==> config.mk <==
export PLATFORM = sky130hd
export DESIGN_NAME = rx_core_config_regs
export DESIGN_NICKNAME = d
export VERILOG_FILES = /design/src/rx_cfg_pkg.sv /design/src/aux_timebase.sv /design/src/rx_core_config_regs.sv
export SDC_FILE = /design/constraint.sdc
export NUM_CORES = 1
export LEC_CHECK = 0
export BUFFER_PORTS_ARGS = -buffer_cell sky130_fd_sc_hd__buf_2
export CORE_UTILIZATION = 52
export CTS_CLUSTER_DIAMETER = 100
export DETAILED_ROUTE_END_ITERATION = 16
export PLACE_DENSITY = 0.81
export SLEW_MARGIN = 20
export SYNTH_ARGS = -nofsm -noshare
export SYNTH_HDL_FRONTEND = slang
export SYNTH_SLANG_ARGS = --single-unit
==> constraint.sdc <==
create_clock -name sys_clk -period 3.45 [get_ports sys_clk]
set_clock_uncertainty 0.15 [all_clocks]
set_input_delay 0.1725 -clock sys_clk [delete_from_list [all_inputs] [get_ports sys_clk]]
set_output_delay 0.1725 -clock sys_clk [all_outputs]
set_load 0.05 [all_outputs]
==> src/rx_cfg_pkg.sv <==
// Purpose: Constants and types for the receiver configuration register bank
// Assumes: AXI4-Lite slave at 32-bit data, 40 MHz bus clock
// Notes: Offsets are byte addresses within the block
// Operation
// - Every configuration register is read and written over the AXI4-Lite slave, synchronous to its clock.
// - A single-bit status that changes during a read returns either the old or the new value.
// - A lock bit freezes a multi-bit status field so that a read of it is coherent.
// - After writing multi-bit configuration the host flips a toggle bit and the device copies it to the core.
// - Undefined register bits are reserved and read as zero.
// - Every register clears to zero at reset unless defined otherwise.
// - Writing 1 to the run control register enables the receiver and drives hot plug detect high.
// - A 1 MHz timebase is made by integer division of the bus clock by divider bits 7:0.
// - Divider bits 27:24 hold a defer count of 0 to 8 replied to lane 0/1 status reads.
// - Divider bits 15:8 hold the pulse filter width in bus clocks, 0 to 48 in steps of 8.
// - Each bit of the line reset inhibit register suppresses end-of-line reset for one stream.
// - Bit 0 of the timing generator register enables the frame timing generator.
package rx_cfg_pkg;
    localparam int ADDR_W = 14;
    localparam logic [13:0] OFF_RUN = 14'h000;
    localparam logic [13:0] OFF_DIV = 14'h004;
    localparam logic [13:0] OFF_LRI = 14'h008;
    localparam logic [13:0] OFF_TGEN = 14'h00c;
    localparam logic [13:0] OFF_STAT = 14'h0f0;
    localparam logic [13:0] OFF_CTRL = 14'h0f4;
    localparam int DIV_LSB = 0;
    localparam int FILT_LSB = 8;
    localparam int DEFER_LSB = 24;
    localparam int CTRL_LOCK_BIT = 0;
    localparam int CTRL_TOGGLE_BIT = 1;
    localparam logic [31:0] RST_REG = 32'h0000_0000;
    localparam logic [3:0] DEFER_MAX = 4'h8;
    localparam logic [1:0] RESP_OKAY = 2'h0;
    localparam logic [1:0] RESP_SLVERR = 2'h2;

    typedef struct packed {
        logic [3:0] defer_count;
        logic [7:0] filter_width;
        logic [7:0] divider;
    } aux_cfg_t;

    typedef enum logic [1:0] {
        RD_IDLE,
        RD_RESP
    } rd_state_t;
endpackage : rx_cfg_pkg

==> src/aux_timebase.sv <==
// Purpose: Integer divider giving a one-cycle timebase enable pulse
// Assumes: Divide value is stable between updates
// Notes: A divide value of zero stops the pulse
`timescale 1ns/1ps
module aux_timebase (
    input wire logic sys_clk,
    input wire logic reset_n,
    input wire logic [7:0] divide,
    output logic tick
);
    logic [7:0] count_q;

    // Integer division only; fractional bus clock rates cannot be matched
    always_ff @(posedge sys_clk or negedge reset_n)
    begin
        if (!reset_n)
        begin
            count_q <= 8'h00;
            tick <= 1'b0;
        end
        else if (divide == 8'h00)
        begin
            count_q <= 8'h00;
            tick <= 1'b0;
        end
        else if (count_q >= divide - 8'h01)
        begin
            count_q <= 8'h00;
            tick <= 1'b1;
        end
        else
        begin
            count_q <= count_q + 8'h01;
            tick <= 1'b0;
        end
    end
endmodule : aux_timebase

==> src/rx_core_config_regs.sv <==
// Purpose: Receiver core configuration registers behind an AXI4-Lite slave
// Assumes: One bus clock; status inputs arrive from other domains
// Notes: Core-side divider fields change only on a toggle flip; line reset inhibit follows its register directly
`timescale 1ns/1ps
module rx_core_config_regs (
    input wire logic sys_clk,
    input wire logic reset_n,
    input wire logic [13:0] s_axi_awaddr,
    input wire logic s_axi_awvalid,
    output logic s_axi_awready,
    input wire logic [31:0] s_axi_wdata,
    input wire logic [3:0] s_axi_wstrb,
    input wire logic s_axi_wvalid,
    output logic s_axi_wready,
    output logic [1:0] s_axi_bresp,
    output logic s_axi_bvalid,
    input wire logic s_axi_bready,
    input wire logic [13:0] s_axi_araddr,
    input wire logic s_axi_arvalid,
    output logic s_axi_arready,
    output logic [31:0] s_axi_rdata,
    output logic [1:0] s_axi_rresp,
    output logic s_axi_rvalid,
    input wire logic s_axi_rready,
    input wire logic no_video_det,
    input wire logic [7:0] lane_status,
    output logic hpd,
    output logic core_enable,
    output logic aux_tick,
    output rx_cfg_pkg::aux_cfg_t aux_cfg,
    output logic cfg_update_toggle,
    output logic [3:0] line_reset_inhibit,
    output logic timing_generator_on
);
    logic [31:0] run_q;
    logic [31:0] div_q;
    logic [3:0] lri_q;
    logic tgen_q;
    logic [1:0] ctrl_q;
    logic toggle_seen_q;
    logic [2:0] nv_sync_q;
    logic no_video_q;
    logic [7:0] ls_s1_q;
    logic [7:0] ls_s2_q;
    logic [7:0] ls_s3_q;
    logic [7:0] lane_hold_q;
    logic wr_go;
    logic [31:0] wmask;
    logic [31:0] rd_word;
    logic rd_hit;
    rx_cfg_pkg::rd_state_t rd_state_q;

    function automatic logic [31:0] merge(input logic [31:0] old, input logic [31:0] data,
                                          input logic [31:0] mask);
        merge = (old & ~mask) | (data & mask);
    endfunction : merge

    function automatic logic [3:0] clamp_defer(input logic [3:0] v);
        clamp_defer = (v > rx_cfg_pkg::DEFER_MAX) ? rx_cfg_pkg::DEFER_MAX : v;
    endfunction : clamp_defer

    ////////////////////////////////////////////////////////////////////////////
    // Write channel: address and data taken together, one at a time
    assign wr_go = s_axi_awvalid && s_axi_wvalid && !s_axi_awready && !s_axi_bvalid;

    genvar g;
    generate
        for (g = 0; g < 4; g++)
        begin : g_mask
            assign wmask[g*8 +: 8] = {8{s_axi_wstrb[g]}};
        end
    endgenerate

    always_ff @(posedge sys_clk or negedge reset_n)
    begin
        if (!reset_n)
        begin
            s_axi_awready <= 1'b0;
            s_axi_wready <= 1'b0;
            s_axi_bvalid <= 1'b0;
            s_axi_bresp <= rx_cfg_pkg::RESP_OKAY;
        end
        else
        begin
            s_axi_awready <= wr_go;
            s_axi_wready <= wr_go;
            if (wr_go)
            begin
                s_axi_bvalid <= 1'b1;
                case (s_axi_awaddr & 14'h3ffc)
                    rx_cfg_pkg::OFF_RUN, rx_cfg_pkg::OFF_DIV, rx_cfg_pkg::OFF_LRI,
                    rx_cfg_pkg::OFF_TGEN, rx_cfg_pkg::OFF_STAT, rx_cfg_pkg::OFF_CTRL:
                        s_axi_bresp <= rx_cfg_pkg::RESP_OKAY;
                    default:
                        s_axi_bresp <= rx_cfg_pkg::RESP_SLVERR;
                endcase
            end
            else if (s_axi_bready)
            begin
                s_axi_bvalid <= 1'b0;
            end
        end
    end

    // Register storage, all cleared at reset
    always_ff @(posedge sys_clk or negedge reset_n)
    begin
        if (!reset_n)
        begin
            run_q <= rx_cfg_pkg::RST_REG;
            div_q <= rx_cfg_pkg::RST_REG;
            lri_q <= 4'h0;
            tgen_q <= 1'b0;
            ctrl_q <= 2'h0;
        end
        else if (wr_go)
        begin
            case (s_axi_awaddr & 14'h3ffc)
                rx_cfg_pkg::OFF_RUN:
                    run_q <= merge(run_q, s_axi_wdata, wmask & 32'h0000_0001);
                rx_cfg_pkg::OFF_DIV:
                    div_q <= merge(div_q, s_axi_wdata, wmask & 32'h0f00_ffff);
                rx_cfg_pkg::OFF_LRI:
                    lri_q <= s_axi_wstrb[0] ? s_axi_wdata[3:0] : lri_q;
                rx_cfg_pkg::OFF_TGEN:
                    tgen_q <= s_axi_wstrb[0] ? s_axi_wdata[0] : tgen_q;
                rx_cfg_pkg::OFF_CTRL:
                    ctrl_q <= s_axi_wstrb[0] ? s_axi_wdata[1:0] : ctrl_q;
                default:
                    ;
            endcase
        end
    end

    ////////////////////////////////////////////////////////////////////////////
    // Status inputs from other domains, three stages, change when 2nd and 3rd agree
    always_ff @(posedge sys_clk or negedge reset_n)
    begin
        if (!reset_n)
        begin
            nv_sync_q <= 3'h0;
            no_video_q <= 1'b0;
            ls_s1_q <= 8'h00;
            ls_s2_q <= 8'h00;
            ls_s3_q <= 8'h00;
            lane_hold_q <= 8'h00;
        end
        else
        begin
            nv_sync_q <= {nv_sync_q[1:0], no_video_det};
            if (nv_sync_q[1] == nv_sync_q[2])
            begin
                no_video_q <= nv_sync_q[2];
            end
            ls_s1_q <= lane_status;
            ls_s2_q <= ls_s1_q;
            ls_s3_q <= ls_s2_q;
            // Frozen while locked so a read returns one coherent sample
            if (!ctrl_q[rx_cfg_pkg::CTRL_LOCK_BIT] && ls_s2_q == ls_s3_q)
            begin
                lane_hold_q <= ls_s3_q;
            end
        end
    end

    ////////////////////////////////////////////////////////////////////////////
    // Read channel
    always_comb
    begin
        rd_word = 32'h0000_0000;
        rd_hit = 1'b1;
        case (s_axi_araddr & 14'h3ffc)
            rx_cfg_pkg::OFF_RUN: rd_word = {31'h0, run_q[0]};
            rx_cfg_pkg::OFF_DIV: rd_word = div_q;
            rx_cfg_pkg::OFF_LRI: rd_word = {28'h0, lri_q};
            rx_cfg_pkg::OFF_TGEN: rd_word = {31'h0, tgen_q};
            rx_cfg_pkg::OFF_STAT: rd_word = {16'h0, lane_hold_q, 7'h0, no_video_q};
            rx_cfg_pkg::OFF_CTRL: rd_word = {30'h0, ctrl_q};
            default: rd_hit = 1'b0;
        endcase
    end

    always_ff @(posedge sys_clk or negedge reset_n)
    begin
        if (!reset_n)
        begin
            rd_state_q <= rx_cfg_pkg::RD_IDLE;
            s_axi_arready <= 1'b0;
            s_axi_rvalid <= 1'b0;
            s_axi_rdata <= 32'h0000_0000;
            s_axi_rresp <= rx_cfg_pkg::RESP_OKAY;
        end
        else
        begin
            s_axi_arready <= 1'b0;
            case (rd_state_q)
                rx_cfg_pkg::RD_IDLE:
                    if (s_axi_arvalid)
                    begin
                        s_axi_arready <= 1'b1;
                        s_axi_rvalid <= 1'b1;
                        s_axi_rdata <= rd_word;
                        s_axi_rresp <= rd_hit ? rx_cfg_pkg::RESP_OKAY : rx_cfg_pkg::RESP_SLVERR;
                        rd_state_q <= rx_cfg_pkg::RD_RESP;
                    end
                rx_cfg_pkg::RD_RESP:
                    if (s_axi_rready)
                    begin
                        s_axi_rvalid <= 1'b0;
                        rd_state_q <= rx_cfg_pkg::RD_IDLE;
                    end
                default:
                    rd_state_q <= rx_cfg_pkg::RD_IDLE;
            endcase
        end
    end

    ////////////////////////////////////////////////////////////////////////////
    // Core-facing copies; multi-bit values move only on a toggle flip
    always_ff @(posedge sys_clk or negedge reset_n)
    begin
        if (!reset_n)
        begin
            toggle_seen_q <= 1'b0;
            aux_cfg <= '0;
            cfg_update_toggle <= 1'b0;
        end
        else if (ctrl_q[rx_cfg_pkg::CTRL_TOGGLE_BIT] != toggle_seen_q)
        begin
            toggle_seen_q <= ctrl_q[rx_cfg_pkg::CTRL_TOGGLE_BIT];
            aux_cfg.divider <= div_q[rx_cfg_pkg::DIV_LSB +: 8];
            aux_cfg.filter_width <= div_q[rx_cfg_pkg::FILT_LSB +: 8];
            aux_cfg.defer_count <= clamp_defer(div_q[rx_cfg_pkg::DEFER_LSB +: 4]);
            // Flipped in the same cycle as the copy; far side syncs this level then samples
            cfg_update_toggle <= ~cfg_update_toggle;
        end
    end

    // Run, line reset inhibit and timing outputs, each a flop
    always_ff @(posedge sys_clk or negedge reset_n)
    begin
        if (!reset_n)
        begin
            hpd <= 1'b0;
            core_enable <= 1'b0;
            line_reset_inhibit <= 4'h0;
            timing_generator_on <= 1'b0;
        end
        else
        begin
            hpd <= run_q[0];
            core_enable <= run_q[0];
            line_reset_inhibit <= lri_q;
            timing_generator_on <= tgen_q;
        end
    end

    aux_timebase u_timebase (
        .sys_clk(sys_clk),
        .reset_n(reset_n),
        .divide(aux_cfg.divider),
        .tick(aux_tick)
    );
endmodule : rx_core_config_regs

=== Yosys cells after proc, flatten, opt, wreduce, memory -nomap -nowiden ===
Cells that the tools add are included.

* Register bits after elaboration: 186
* Input bits: 80
* Logic and storage cells: 100
* Output and inout bits: 70

* Reduce and logical (&&, ||, !) cells: 23
* $lt $le $gt $ge: 2
* Muxes and demuxes: 19
* Add/subtract/negate cells: 2
* Bitwise operators: 9
* Equality and inequality tests: 16

{| class="wikitable"
|+ Operators by type and width
! kind !! number
|-
| case mux 32 bit (6 select lines) || 1
|-
| bitwise AND 32 bit || 2
|-
| OR 32 bit || 2
|-
| == test 12 x 2 -> 1 bit (second input constant) || 4
|-
| == test 12 x 6 -> 1 bit (second input constant) || 4
|-
| bitwise AND 32 x 1 -> 32 bit || 1
|-
| bitwise AND 32 x 28 -> 32 bit || 1
|-
| inverter 1 -> 32 bit || 1
|-
| inverter 28 -> 32 bit || 1
|-
| logical NOT 14 bit || 2
|-
| == test 12 x 1 -> 1 bit (second input constant) || 2
|-
| 2-to-1 mux 8 bit || 2
|-
| AND reduction 3 bit || 4
|-
| OR reduction 6 bit || 2
|-
| 2-to-1 mux 1 bit || 9
|-
| adder 8 x 1 -> 8 bit (second input constant) || 1
|-
| == test 8 bit || 1
|-
| >= comparator 8 bit || 1
|-
| logical NOT 8 bit || 1
|-
| 2-to-1 mux 2 bit || 4
|-
| AND reduction 2 bit || 4
|-
| subtractor 8 x 1 -> 8 bit (second input constant) || 1
|-
| > comparator 4 bit (second input constant) || 1
|-
| logical AND 1 bit || 4
|-
| other kinds (11) || 15
|}

=== Depth between registers and ports, before layout ===
* Word-level depth: 4
* Mapped depth: 10
* Gate-level depth less buffers: 10

=== Hierarchy ===
From an unflattened synthesis, not the netlist that was laid out.

* Cell total of the unflattened synthesis: 406
* Area, all modules: 5312.6 um^2

{| class="wikitable"
|+ Modules (own cells, without submodules)
! module !! seq. area each (um^2) !! times used !! cells an instance !! area an instance (um^2)
|-
| rx_core_config_regs || 2952.8 || 1 || 337 || 4579.4
|-
| aux_timebase || 225.2 || 1 || 69 || 733.2
|}

=== Worst setup path before layout ===
Ideal clock, no wire load.

* Kind: flip-flop to flip-flop
* From: reg aux_cfg[3] (netlist name)
* To: reg u_timebase.tick
* Cell stages (with the launch flop): 9
* Required time: 3.226 ns
* Library setup time: 0.074 ns
* Arrival time: 3.027 ns
* Path slack: 0.199 ns
* Clock period less this slack: 3.251 ns
* Path through: dfrtp_1 > or4_1 > nor4_1 > xnor2_1 > ha_1 > nand2_1 > or3_1 > o31ai_1 > nor2b_1

* Cells in the longest elaborated chain, start to end: 4

{| class="wikitable"
|+ RTL lines
! item !! RTL line !! RTL
|-
| start, declared || rx_core_config_regs.sv:30 || <nowiki>output rx_cfg_pkg::aux_cfg_t aux_cfg,</nowiki>
|-
| subtractor 8 x 1 -> 8 bit || aux_timebase.sv:26 || <nowiki>else if (count_q >= divide - 8'h01)</nowiki>
|-
| >= comparator 8 bit || aux_timebase.sv:26 ||
|-
| 2-to-1 mux 1 bit || aux_timebase.sv:26 ||
|-
| 2-to-1 mux 1 bit * || aux_timebase.sv:21 || <nowiki>else if (divide == 8'h00)</nowiki>
|-
| end signal, assigned || aux_timebase.sv:19 || <nowiki>tick <= 1'b0;</nowiki>
|-
| end signal, assigned || aux_timebase.sv:24 || <nowiki>tick <= 1'b0;</nowiki>
|-
| end signal, assigned || aux_timebase.sv:29 || <nowiki>tick <= 1'b1;</nowiki>
|-
| end, declared || aux_timebase.sv:9 || <nowiki>output logic tick</nowiki>
|}

Every way passes the cells marked *; elsewhere a longest branch is shown, timed or not.
A chain may end at the register's enable or synchronous reset.

=== Final worst setup path ===
* From: reg aux_cfg[2] (netlist name)
* To: reg u_timebase.tick

Same word-level chain as after synthesis.

==> results.yml <==
timing:
  slew_headroom: 0.440
  worst_pin_slew_ns: 0.838
  rsz0062_at_grt: "false"
  hold_viol: 0
  fmax_ghz: 0.339
  min_period_over_period: 0.856
  finalSetupViolCount: 0
  maxSlewViolCount: 0
  period_needed_ns: 2.95
  whs_ns: 0.0390
  finalSetupTns_ns: 0
min_path:
  hold_path_class: "input port to flop"
clocking:
  clkTransAtPathRegs_ns: 0.06
  cts_setup_buffers: 0
  clockRootBuffer: "clkbuf_8"
  postCtsHoldBufs: 51
  clockBufferDepth: 2
  cts_tree: "built"
  cts-buffers-inserted: 17
  clkLatencyLatePin_ns: 0.52
  htreeDepth: 4
  cts_sinks: 127
  ctsResizeCount: 0
route:
  vias: 3637
  drt-pass1-iter-count: 4
  drt-total-wl_um: 11600
  antenna_left: 0
  viasPerCell: 5.16
  wl_per_cell_um: 16.5
  dr.first_iter.drc_count: 158
  drt_drc_violations_left: 0
synth:
  synth_area_per_cell_um2: 13.7
  ys_ff_latch: 127
  synth-main-ff-cell: "dfrtp_1"
  synth_edf_count: 0
  yosysMostFrequentCell: "dfrtp_1"
  syn_inst: 376
  synth_area_leaders: "dfrtp_1 62%, mux2_2 12%, ha_1 2.7%"
  synth_top_area_share: 0.615
  synth_area_leader_cell: "dfrtp_1"
  syn_area_um2: 5160
  ys_seq_area_frac: 0.615
  async_flop_share: 1.00
  synth.distinct_cells: 45
  yosys_warnings: 0
  yosys-top-cells-count: "127 x dfrtp_1, 53 x mux2_2, 17 x nand2_1"
placement:
  place_area_um2: 5870
  placement.io_buffers: 118
  hpwl_um: 7390
  place_congestion: 0.809
layout:
  syn_to_final_growth_pct: 35.2
  diodes: 0
  nets: 650
  stdcell_area_um2: 6980
  drive_gt1_frac: 0.381
grt:
  grt_max_degree: 62
  grt_pass1_wl_um: 18400
  grt_pass1_vias: 3701
  antenna_found_initial: 0
  grt.overflow.total: 0
  track_usage: 0.243
floorplanning:
  die_area_um2: 10300
  num_rows: 36
  die_width_um: 102
  start_util: 0.533
  coreArea_um2: 9680
  io_pins: 150
  die_y_um: 102
critical_path:
  setup.worst_path.end_class: "flop"
  startpoint_type: "flop"
  critPathKind: "flop to flop"
  crit_fanout: 9
  crit_required_ns: 3.74
  arrival_ns: 3.25
  r2r_slack_ns: 0.50
power_and_ir_drop:
  pwr-share-seq: 0.434
  p_int_mw: 2.63
  switchingPower_mw: 0.944
  pwr-share-clk: 0.495
  powerDensity_nw_per_um2: 512
  swShare: 0.264
  ir_worst_vdd_v: 0.000397
  comb_power_share: 0.071
  power.leakage_nw: 3.58
  total_power_mw: 3.58
outcome:
  outcome: "complete, no violations"
flow_run:
  cap_violations: 0
-- critical path, cell delays in order, from the launching register on --
cell and delay (ns):
dfrtp_1 0.45, or4_1 0.59, nor4_1 0.28, xnor2_1 0.13, ha_1 0.31, nand2_1 0.07, or3_1 0.30, o31ai_1 0.26
buf_4 0.20, nor2b_1 0.15
-- worst paths after layout --
kind / start / endpoint / cells past startpoint
hold reg to reg: nv_sync_q[0] / nv_sync_q[1] / 0
setup reg to reg: aux_cfg[2] / u_timebase.tick / 9
hold / removal: s_axi_awvalid / s_axi_wready / 3
max in group asynchronous: reset_n / lane_hold_q[7] / 3
setup / recovery: aux_cfg[2] / u_timebase.tick / 9
min in group asynchronous: reset_n / line_reset_inhibit[3] / 2
-- metal layers --
layer | track usage | up-vias | routed length [um] | part of all wire
li1 | - | 1686 | - | -
met1 | 0.302 | 1810 | 4920 | 0.42
met2 | 0.403 | 123 | 5920 | 0.51
met3 | 0.0669 | 18 | 572 | 0.049
met4 | 0.0970 | 0 | 218 | 0.019
met5 | 0 | - | 0 | 0
-- cells by family (layout without fill, tap and decap cells) --
kind of cell               Yosys count  count (layout)  share of synthesized area
AOI/OAI and AO/OA                   39              39                     0.0574
xor gates and xnor gates            22              22                     0.0373
adders and majority gates           12              12                     0.0286
buffers and inverters               31             214                     0.0342
DFF                                127             127                      0.615
muxes                               55              55                      0.122
other                                1              14                   0.000726
and+or+nand+nor                     89              89                      0.104
-- power groups by stage --
stage | Sequential (mW) | Combinational (mW) | Clock [mW]
6_report | 1.55 | 0.254 | 1.77
5_1_grt | 1.55 | 0.276 | 1.87
4_1_cts | 1.55 | 0.253 | 1.79
3_5_place_dp | 1.58 | 0.209 | 0
3_3_place_gp | 1.57 | 0.204 | 0
2_1_floorplan | 1.60 | 0.0989 | 0
-- metrics by stage --
step / instances / util / setup slack [ns]
final: 705 / 0.721 / 0.498
after global routing: 705 / 0.721 / 0.320
after CTS: 705 / 0.721 / 0.480
after detailed placement: 622 / 0.606 / 0.506
after global placement: 622 / 0.606 / 0.645
after floorplan: 389 / - / 0.199
-- cell type report --
cell class / count / area, um2
Inverter: 8 / 30.0
Clock inverter: 15 / 181
Timing Repair Buffer: 174 / 1140
Tap cell: 133 / 166
Clock buffer: 17 / 414
Multi-Input combinational cell: 231 / 1870
Sequential cell: 127 / 3180
Fill cell: 661 / 2710
-- placed cells by master, fill, tap and decap left out, types with 3 or more instances in the layout --
cell             n
o21ai_0          8
nor4_1           3
nor2b_1         12
nor2_1           8
nand2b_1         4
inv_8            6
dlygate4sd3_1   51
buf_4            6
dfrtp_1        127
conb_1          14
nand3_1         11
nand4_1          4
o31ai_1          4
a221o_1          8
buf_2          117
nor3_1           9
xor2_1           7
nand2_1         17
mux2_2          53
a22oi_1          3
clkbuf_16       16
a21oi_1          4
inv_6            5
inv_1            8
a22o_1           8
or4_1            4
ha_1            11
xnor2_1         14
Power figures use the tool's default switching activity.
